## config.mk

```make
export PLATFORM = sky130hd
export DESIGN_NAME = acs_sequencer
export DESIGN_NICKNAME = d
export VERILOG_FILES = /design/src/rtl/acs_pkg.sv /design/src/rtl/acs_tick_if.sv /design/src/rtl/acs_clock_divider.sv /design/src/rtl/acs_sequencer.sv
export SDC_FILE = /design/constraint.sdc
export NUM_CORES = 1
export LEC_CHECK = 0
export ABC_AREA = 1
export BUFFER_PORTS_ARGS = -buffer_cell sky130_fd_sc_hd__clkbuf_2
export CORE_MARGIN = 2
export CORE_UTILIZATION = 58
export CTS_CLUSTER_SIZE = 25
export DETAILED_ROUTE_END_ITERATION = 7
export PLACE_DENSITY = 0.95
export SETUP_SLACK_MARGIN = 0.4
export SYNTH_ARGS = -nofsm -noshare
export SYNTH_HDL_FRONTEND = slang
export SYNTH_HIERARCHICAL = 1
export SYNTH_SLANG_ARGS = --single-unit
```

## constraint.sdc

```tcl
create_clock -name clock -period 4 [get_ports clock]
set_input_delay 0.2 -clock clock [delete_from_list [all_inputs] [get_ports clock]]
set_output_delay 0.2 -clock clock [all_outputs]
set_load 0.1 [all_outputs]
```

## src/rtl/acs_pkg.sv

```systemverilog
// constants and types shared by the conversion sequencer files
// assumes a single 50 MHz system clock
`default_nettype none
package acs_pkg;
	localparam int          ACS_CLOCK_HZ     = 50_000_000;
	localparam int          ACS_DIV_W        = 3;
	localparam int          ACS_PRESCALE_W   = 7;
	localparam int          ACS_SAMPLE_CLKS  = 4;
	localparam int          ACS_CONVERT_CLKS = 12;
	localparam int          ACS_TOTAL_CLKS   = ACS_SAMPLE_CLKS + ACS_CONVERT_CLKS;
	localparam int          ACS_CNT_W        = 5;
	localparam int          ACS_RESULT_W     = 12;
	localparam logic [6:0]  ACS_PRESCALE_0   = 7'h00;
	localparam logic [4:0]  ACS_CNT_0        = 5'h00;
	localparam logic [4:0]  ACS_CNT_1        = 5'h01;
	localparam logic [11:0] ACS_RESULT_0     = 12'h000;

	typedef enum logic [1:0] {
		ACS_IDLE,
		ACS_ARMED,
		ACS_SAMPLE,
		ACS_CONVERT
	} acs_phase_t;
endpackage
`default_nettype wire

```

## src/rtl/acs_tick_if.sv

```systemverilog
// carries the converter clock tick from the divider to the sequencer
// assumes both ends share the system clock
`default_nettype none
interface acs_tick_if;
	logic [2:0] divider_select;
	logic       run;
	logic       tick;
	modport divider (input divider_select, input run, output tick);
	modport sequencer (output divider_select, output run, input tick);
endinterface
`default_nettype wire

```

## src/rtl/acs_clock_divider.sv

```systemverilog
// converter clock prescaler: one tick every 2**select system clocks
// assumes select is stable while run is high
`default_nettype none
module acs_clock_divider
	import acs_pkg::*;
(
	// system
	input  wire logic     clock,
	input  wire logic     rst,
	// link to the sequencer
	acs_tick_if.divider   link
);
	typedef struct packed {
		logic [ACS_PRESCALE_W-1:0] count;
	} acs_div_state_t;

	acs_div_state_t state;
	acs_div_state_t next_state;
	logic [ACS_PRESCALE_W-1:0] limit;

	function automatic logic [ACS_PRESCALE_W-1:0] div_limit(
		input logic [ACS_DIV_W-1:0] sel);
		div_limit = ACS_PRESCALE_W'((1 << sel) - 1);
	endfunction

	assign limit = div_limit(link.divider_select);

	always_comb begin
		next_state = state;
		if (!link.run || state.count >= limit) begin
			next_state.count = ACS_PRESCALE_0;
		end else begin
			next_state.count = state.count + 1'b1;
		end
	end

	// tick is combinational so the sequencer sees it in the same cycle
	assign link.tick = link.run && (state.count >= limit);

	always_ff @(posedge clock or posedge rst) begin
		if (rst) begin
			state <= '0;
		end else begin
			state <= next_state;
		end
	end

	a_tick_spacing: assert property (@(posedge clock) disable iff (rst)
		link.tick && link.divider_select == 3'h1 && link.run
		|=> !link.tick)
		else $error("tick came too soon for divide by two");
endmodule
`default_nettype wire

```

## src/rtl/acs_sequencer.sv

```systemverilog
// conversion sequencer: start handshake, busy flag, timing, completion
// assumes control inputs are synchronous to clock; analog core outside
`default_nettype none
module acs_sequencer
	import acs_pkg::*;
(
	// system
	input  wire logic                    clock,
	input  wire logic                    rst,
	// control bits
	input  wire logic                    converter_power_enable,
	input  wire logic                    start,
	input  wire logic [ACS_DIV_W-1:0]    converter_clock_divider_select,
	input  wire logic                    interrupt_enable,
	input  wire logic                    global_interrupt_enable,
	input  wire logic                    request_flag_clear,
	// analog core
	input  wire logic [ACS_RESULT_W-1:0] core_result,
	output logic                         core_power,
	output logic                         core_sample,
	output logic                         core_convert_step,
	// status
	output logic                         conversion_busy_flag,
	output logic                         request_flag,
	output logic                         interrupt,
	output logic                         conversion_done,
	output logic [ACS_RESULT_W-1:0]      result
);
	typedef struct packed {
		acs_phase_t                  phase;
		logic [ACS_CNT_W-1:0]        clocks;
		logic                        busy;
		logic                        flag;
		logic                        irq;
		logic                        done;
		logic [ACS_RESULT_W-1:0]     result;
	} acs_seq_state_t;

	acs_seq_state_t state;
	acs_seq_state_t next_state;
	logic           tick;
	logic           finish;

	acs_tick_if link ();

	acs_clock_divider u_divider (
		.clock (clock),
		.rst   (rst),
		.link  (link)
	);

	assign link.divider_select = converter_clock_divider_select;
	assign link.run = state.phase == ACS_SAMPLE ||
	                  state.phase == ACS_CONVERT;
	assign tick = link.tick;
	assign finish = state.phase == ACS_CONVERT && tick &&
	                state.clocks == ACS_CNT_W'(ACS_TOTAL_CLKS - 1);

	always_comb begin
		next_state      = state;
		next_state.done = 1'b0;
		next_state.irq  = 1'b0;
		case (state.phase)
			ACS_IDLE: begin
				if (converter_power_enable && start) begin
					next_state.phase = ACS_ARMED;
				end
			end
			ACS_ARMED: begin
				if (!start) begin
					next_state.phase  = ACS_SAMPLE;
					next_state.clocks = ACS_CNT_0;
					next_state.busy   = 1'b1;
				end
			end
			ACS_SAMPLE: begin
				if (tick) begin
					next_state.clocks = state.clocks + ACS_CNT_1;
					if (state.clocks == ACS_CNT_W'(ACS_SAMPLE_CLKS - 1)) begin
						next_state.phase = ACS_CONVERT;
					end
				end
			end
			ACS_CONVERT: begin
				if (tick) begin
					next_state.clocks = state.clocks + ACS_CNT_1;
				end
				if (finish) begin
					next_state.phase  = ACS_IDLE;
					next_state.busy   = 1'b0;
					next_state.done   = 1'b1;
					next_state.result = core_result;
					next_state.irq    = interrupt_enable &&
					                    global_interrupt_enable;
				end
			end
			default: begin
				next_state.phase = ACS_IDLE;
			end
		endcase
		// set wins over a clear in the same cycle while powered; with power off a finish never sets the flag
		if (request_flag_clear) begin
			next_state.flag = 1'b0;
		end
		if (finish) begin
			next_state.flag = 1'b1;
		end
		// power loss aborts the run and holds busy low; a finishing cycle still loads result
		if (!converter_power_enable) begin
			next_state.phase  = ACS_IDLE;
			next_state.busy   = 1'b0;
			next_state.done   = 1'b0;
			next_state.irq    = 1'b0;
			next_state.clocks = ACS_CNT_0;
			if (!request_flag_clear || finish) begin
				next_state.flag = state.flag;
			end
			if (request_flag_clear) begin
				next_state.flag = 1'b0;
			end
		end
	end

	always_ff @(posedge clock or posedge rst) begin
		if (rst) begin
			state <= '{phase: ACS_IDLE, clocks: ACS_CNT_0, busy: 1'b0,
			           flag: 1'b0, irq: 1'b0, done: 1'b0,
			           result: ACS_RESULT_0};
		end else begin
			state <= next_state;
		end
	end

	assign core_power           = converter_power_enable;
	// runs on its own; processor only watches the flags
	assign core_sample          = state.phase == ACS_SAMPLE;
	assign core_convert_step    = state.phase == ACS_CONVERT && tick;
	assign conversion_busy_flag = state.busy;
	assign request_flag         = state.flag;
	assign interrupt            = state.irq;
	assign conversion_done      = state.done;
	assign result               = state.result;

	a_busy_rises: assert property (@(posedge clock) disable iff (rst)
		state.phase == ACS_ARMED && !start && converter_power_enable
		|=> conversion_busy_flag)
		else $error("busy did not rise after start pulse");

	a_busy_holds: assert property (@(posedge clock) disable iff (rst)
		(state.phase == ACS_SAMPLE || state.phase == ACS_CONVERT)
		|-> conversion_busy_flag)
		else $error("busy low during conversion");

	// a power drop in the finishing cycle is an abort, not a completion
	a_busy_falls: assert property (@(posedge clock) disable iff (rst)
		finish && converter_power_enable
		|=> !conversion_busy_flag && conversion_done)
		else $error("busy not cleared at completion");

	a_done_pulse: assert property (@(posedge clock) disable iff (rst)
		conversion_done |=> !conversion_done)
		else $error("done held longer than one cycle");

	a_flag_set: assert property (@(posedge clock) disable iff (rst)
		finish && converter_power_enable |=> request_flag)
		else $error("request flag not set at completion");

	a_irq_raise: assert property (@(posedge clock) disable iff (rst)
		finish && converter_power_enable && interrupt_enable
		&& global_interrupt_enable |=> interrupt)
		else $error("interrupt missing at enabled completion");

	a_armed_wait: assert property (@(posedge clock) disable iff (rst)
		state.phase == ACS_ARMED && start |=> !conversion_busy_flag)
		else $error("busy rose before start fell");

	a_irq_gate: assert property (@(posedge clock) disable iff (rst)
		interrupt |-> $past(finish) && $past(interrupt_enable)
		&& $past(global_interrupt_enable))
		else $error("interrupt without enables or completion");

	a_need_start: assert property (@(posedge clock) disable iff (rst)
		$rose(conversion_busy_flag) |-> $past(state.phase == ACS_ARMED)
		&& !$past(start))
		else $error("busy rose without full start pulse");

	a_power_off: assert property (@(posedge clock) disable iff (rst)
		!converter_power_enable |=> !conversion_busy_flag)
		else $error("busy high while unpowered");

	a_phase_split: assert property (@(posedge clock) disable iff (rst)
		state.phase == ACS_SAMPLE && $past(state.phase) == ACS_CONVERT
		|-> 1'b0)
		else $error("sampling followed conversion");

	a_sample_len: assert property (@(posedge clock) disable iff (rst)
		$rose(state.phase == ACS_CONVERT) |-> state.clocks
		== ACS_CNT_W'(ACS_SAMPLE_CLKS))
		else $error("sampling phase not four converter clocks");

	a_power_pin: assert property (@(posedge clock) disable iff (rst)
		core_power == converter_power_enable)
		else $error("core power does not follow enable");
endmodule
`default_nettype wire

```

# ---- After elaboration in Yosys (flattened, before gate mapping)
# Index checks and enable logic that the tools add are counted.
dict set report word_totals {
  reg_bits 30
  input_bits 22
}
dict set report classes {
  magnitude_cmp 1
  mux 18
  n_shift 1
  reduce_logical 15
  eq_ne 14
  add_sub_neg 3
}
# op n
set op_table {}
lappend op_table {{2-to-1 mux 14 bit} 2}
lappend op_table {{inequality test 3 bit (second input constant)} 5}
lappend op_table {{one-hot mux 5 bit (3 select lines)} 1}
lappend op_table {{2-to-1 mux 7 bit} 2}
lappend op_table {{2-to-1 mux 11 bit} 1}
lappend op_table {{2-to-1 mux 8 bit} 1}
lappend op_table {{one-hot mux 2 bit (4 select lines)} 1}
lappend op_table {{adder 7 x 1 -> 7 bit (second input constant)} 1}
lappend op_table {{>= comparator 7 bit} 1}
lappend op_table {{left shift 1 x 3 -> 7 bit (first input constant)} 1}
lappend op_table {{subtractor 7 x 2 -> 7 bit (second input constant)} 1}
lappend op_table {{2-to-1 mux 2 bit} 3}
lappend op_table {{inequality test 3 x 2 -> 1 bit (second input constant)} 2}
lappend op_table {{adder 5 x 1 -> 5 bit (second input constant)} 1}
lappend op_table {{equality test 5 x 2 -> 1 bit (second input constant)} 1}
lappend op_table {{equality test 5 x 4 -> 1 bit (second input constant)} 1}
lappend op_table {{logical AND 1 bit} 5}
lappend op_table {{2-to-1 mux 1 bit} 5}
lappend op_table {{2-to-1 mux 5 bit} 1}
lappend op_table {{AND reduction 5 bit} 1}
lappend op_table {{equality test 2 bit (second input constant)} 2}
lappend op_table {{inequality test 4 x 1 -> 1 bit (second input constant)} 1}
lappend op_table {{AND reduction 4 bit} 1}
lappend op_table {{logical OR 1 bit} 3}
lappend op_table {{7 further kinds} 8}

# ---- Depth between registers and ports, before layout
dict set report depth {
  word_depth 10
  mapped_depth 15
  ltp_nobuf 15
}

# ---- Modules after synthesis
# The synthesis kept the hierarchy.
# module area_per_inst_um2 seq_area_each_um2 cells_each instances
set by_module_without_submodules {}
lappend by_module_without_submodules {acs_sequencer 1307.5 575.6 141 1}
lappend by_module_without_submodules {acs_clock_divider 550.5 175.2 74 1}

# ---- Least setup slack after synthesis
# Ideal clock, no wire load.
dict set report synth_timing {
  path_type {reg2out}
  from {reg state[21] in the netlist's numbering}
  to {out core_convert_step}
  path_stages_with_launch 7
  arrival_time_ps 2768
  path_slack_ps 1032
  required_time_ps 3800
  path_cell_list {dfrtp_1 inv_1 ha_1 or2_2 a21boi_0 nand2_1 inv_1}
}
dict set report synth_via {
  elab_chain_cells 4
  word_cells_on_any_way 5
  cone_classes {eq/ne (2); reduce/logical (3)}
}
# element line_no
set synth_rtl {}
lappend synth_rtl {{start: declaration} acs_sequencer.sv:39} ;# acs_seq_state_t state;
lappend synth_rtl {{start signal: assignment} acs_sequencer.sv:126} ;# state <= '{phase: ACS_IDLE, clocks: ACS_CNT_0, busy: 1'b0,
lappend synth_rtl {{start signal: assignment} acs_sequencer.sv:130} ;# state <= next_state;
lappend synth_rtl {{equality test 2 bit} -}
lappend synth_rtl {{named net core_sample} acs_sequencer.sv:20} ;# output logic core_sample,
lappend synth_rtl {{logical OR 1 bit} acs_sequencer.sv:53} ;# assign link.run = state.phase == ACS_SAMPLE ||
lappend synth_rtl {{named net link.run} acs_tick_if.sv:6} ;# logic run;
lappend synth_rtl {{logical AND 1 bit} acs_clock_divider.sv:38} ;# assign link.tick = link.run && (state.count >= limit);
lappend synth_rtl {{named net link.tick} acs_tick_if.sv:7} ;# logic tick;
lappend synth_rtl {{logical AND 1 bit} acs_sequencer.sv:137} ;# assign core_convert_step = state.phase == ACS_CONVERT && tick;
lappend synth_rtl {{end: declaration} acs_sequencer.sv:21} ;# output logic core_convert_step,
# The timed path passes the listed nets, and every way through them passes these cells.

# ---- Worst setup path after layout
dict set report layout_timing {
  from {reg u_divider/state[0] in the netlist's numbering}
  to {out core_convert_step}
}
dict set report layout_via {
  elab_chain_cells 3
}
# element line_no
set layout_rtl {}
lappend layout_rtl {{start: declaration} acs_clock_divider.sv:17} ;# acs_div_state_t state;
lappend layout_rtl {{start signal: assignment} acs_clock_divider.sv:44} ;# state <= next_state;
lappend layout_rtl {{>= comparator 7 bit} acs_clock_divider.sv:38}
lappend layout_rtl {{logical AND 1 bit} acs_clock_divider.sv:38}
lappend layout_rtl {{named net link.tick} acs_tick_if.sv:7}
lappend layout_rtl {{logical AND 1 bit} acs_sequencer.sv:137}
# The timed path passes the listed nets, and every way through them passes these cells.

==> flow_metrics.tcl <==
set metrics [dict create \
    cts_buffer_depth 2 \
    dr.pass1.iters 4 \
    grt_usage_pct 22.3 \
    syn_area_um2 1860 \
    relSlewSlack_pct 40.4 \
    rr_startpoint "u_divider/state[0]" \
    final_max_slew_viol_count 0 \
    rsz0062_at_grt "no" \
    final_common_cell "nand2_1" \
    ir_drop_mv 0.366 \
    p_sw_share_pct 42.9 \
    seqPwrFrac_pct 40.4 \
    max_cap_violations 0 \
    crit_type "register to output port" \
    final_nets 285 \
    remaining_drc_errors 0 \
    fin_worst_skew_ns 0.0163 \
    ys_warn_count 6 \
    end_kind "output port" \
    cts_root_buffer "clkbuf_4" \
    clk_latency_ns 0.34 \
    grt_pass1_wl_mm 5.93 \
    holdPathEnd "request_flag" \
    grt_pass1_vias 1409 \
    postCtsHoldBufs 1 \
    cts.sinks 30 \
    die_w_um 60.6 \
    clock_power_share_pct 22.5 \
    status "finished clean" \
    yosysUniqueCellTypes 29 \
    comb_power_share_pct 37.1 \
    io_buffers 40 \
    hold_depth 2 \
    num_rows 20 \
    vias 1482 \
    mostFrequentLayoutCells "nand2_1, clkbuf_2, dfrtp_1, inv_1, nor2_1" \
    synth.avg_cell_area_um2 8.64 \
    placedInstanceArea_um2 2000 \
    ys_ff_latch 30 \
    internal_power_uw 505 \
    post_drt_wl_per_cell_um 12.5 \
    fmax_ghz 0.356 \
    worst_pin_slew_ns 0.893 \
    p_sw_uw 379 \
    r2r-end "state[22]" \
    h-tree-depth 2 \
    post_cts_buffers 0 \
    ant_nets 0 \
    required_ns 3.80 \
    die_y_um 60.6 \
    cts_made_buffers 5 \
    coreArea_um2 3050 \
    fin_tns_setup_ns 0 \
    setup_violations 0 \
    power.density_nw_per_um2 426 \
    worstPathArrival_ns 2.61 \
    min_period_over_period_pct 70.3 \
    drtIter0Drc 54 \
    synth_cells 215 \
    insertedDiodeCount 0 \
    gp_congestion 0.882 \
    finalWorstPathRequiredPeriod_ns 2.81 \
    min_from "request_flag_clear" \
    r2r_slack_ns 1.42 \
    antenna_found_initial 0 \
    syn_nets 251 \
    syn2layout_area_growth_pct 11.9 \
    grt_overflow 0 \
    die_area_um2 3670 \
    drive_gt1_share_pct 29.6 \
    clk_pin_slew_ns 0.11 \
    crit_fanout 5 \
    final_area_um2 2080 \
    r2r_cells 14 \
    finalHoldViolCount 0 \
    cts_tree "built" \
    pin_count 41 \
    finalCoreUtilization_pct 68.1 \
    hpwl_mm 2.74 \
    regArea_um2 751 \
    wl_mm 3.69 \
    cts_resized 0 \
    p_leak_nw 1.21 \
    start_util_pct 60.9 \
    multi_input_area_um2 890 \
    viasPerCell 5.04 \
    grt_start_max_net_pins 24 \
    hp-class "input pin to register" \
    worstSetupStartpointType "register" \
    seq_area_frac_synth_pct 40.4 \
    fillers 249 \
]
==> worst max-delay path by stage <==
stage / endpoint / slack [ns] / cells past startpoint / from
after floorplan: core_convert_step / 1.03 / 6 / state[21]
after global placement: state[21] / 1.57 / 16 / converter_clock_divider_select[1]
after detailed placement: state[22] / 1.45 / 16 / converter_clock_divider_select[1]
after CTS: core_convert_step / 1.16 / 11 / u_divider/state[0]
after global routing: core_convert_step / 0.98 / 11 / u_divider/state[0]
final: core_convert_step / 1.19 / 11 / u_divider/state[0]
==> state kept, by name (all words and copies together) (netlist names) <==
signal	flops
conversion_busy_flag	1
request_flag	1
conversion_done	1
u_divider/state	7
interrupt	1
result	12
state	7
==> worst max-delay path: stages (launching register included) <==
cell and delay, ns:
dfrtp_1 0.44, inv_1 0.09, ha_1 0.28, inv_1 0.03
nand2_1 0.04, nand2_1 0.05, nand2_1 0.05, nand2_1 0.07
a21boi_0 0.54, nand2_1 0.16, inv_1 0.08, clkbuf_2 0.45
==> Yosys cell counts <==
master    count  share of area [%]
a21boi_0      1               0.40
a21oi_1       3               0.81
a21oi_2       1               0.47
and3_1        1               0.34
buf_4        13                5.3
buf_6         1               0.61
dfrtp_1      30                 40
ha_1         14                9.4
inv_1        28                5.7
inv_2         1               0.20
mux2_2        4                2.4
mux2_4        8                6.5
nand2_1      56                 11
nand2_2       1               0.34
nand3_1      11                3.0
nand3_2       3                1.6
nand3_4       1               0.94
nand3b_1      1               0.40
nand4_1       1               0.34
nor2_1       21                4.2
nor2_2        4                1.3
nor3_1        1               0.27
o21ai_0       2               0.54
o21ai_2       1               0.47
o22ai_1       1               0.34
or2_1         1               0.34
or2_2         2               0.67
xnor2_1       2               0.94
xor2_1        1               0.47
==> layer usage <==
metal	track usage (%)	wire, µm
met1	24.6	1550
met2	38.9	1870
met3	7.04	205
met4	10.6	59
met5	0	0
==> power by group through the flow <==
stage / sequential [mW] / clock [mW] / combinational (mW)
after CTS: 0.357 / 0.199 / 0.326
after detailed placement: 0.363 / 0 / 0.322
after global routing: 0.359 / 0.218 / 0.364
after floorplan: 0.388 / 0 / 0.223
final: 0.357 / 0.199 / 0.328
after global placement: 0.362 / 0 / 0.314
==> through the flow <==
| step | hold WS, ns | std cells | power (mW) | setup WS [ns] |
|---|---|---|---|---|
| after floorplan | 0.00340 | 215 | 0.611 | 1.03 |
| after global placement | 0.145 | 285 | 0.676 | 1.57 |
| after detailed placement | 0.146 | 285 | 0.684 | 1.45 |
| after CTS | 0.0327 | 294 | 0.881 | 1.16 |
| after global routing | 0.0147 | 294 | 0.942 | 0.980 |
| final | 0.0312 | 294 | 0.884 | 1.19 |
==> area by class of cell <==
| class | instances | area share (%) |
|---|---|---|
| Inverter | 29 | 5.24 |
| Tap cell | 44 | 2.65 |
| Multi-Input combinational cell | 142 | 42.8 |
| Clock inverter | 2 | 0.602 |
| Timing Repair Buffer | 41 | 10.1 |
| Sequential cell | 30 | 36.1 |
| Clock buffer | 6 | 2.47 |
==> logic make-up (layout without fill, tap and decap cells) <==
logic type / after synthesis / in the layout / synth area share (%)
AOI/OAI and AO/OA: 9 / 9 / 3.03
and+or+nand+nor: 104 / 104 / 25.1
adders and majority gates: 14 / 14 / 9.43
xor gates and xnor gates: 3 / 3 / 1.41
buffers and inverters: 43 / 78 / 11.7
muxes: 12 / 12 / 8.89
DFF: 30 / 30 / 40.4
No activity file was read; power rests on OpenSTA's default activity.
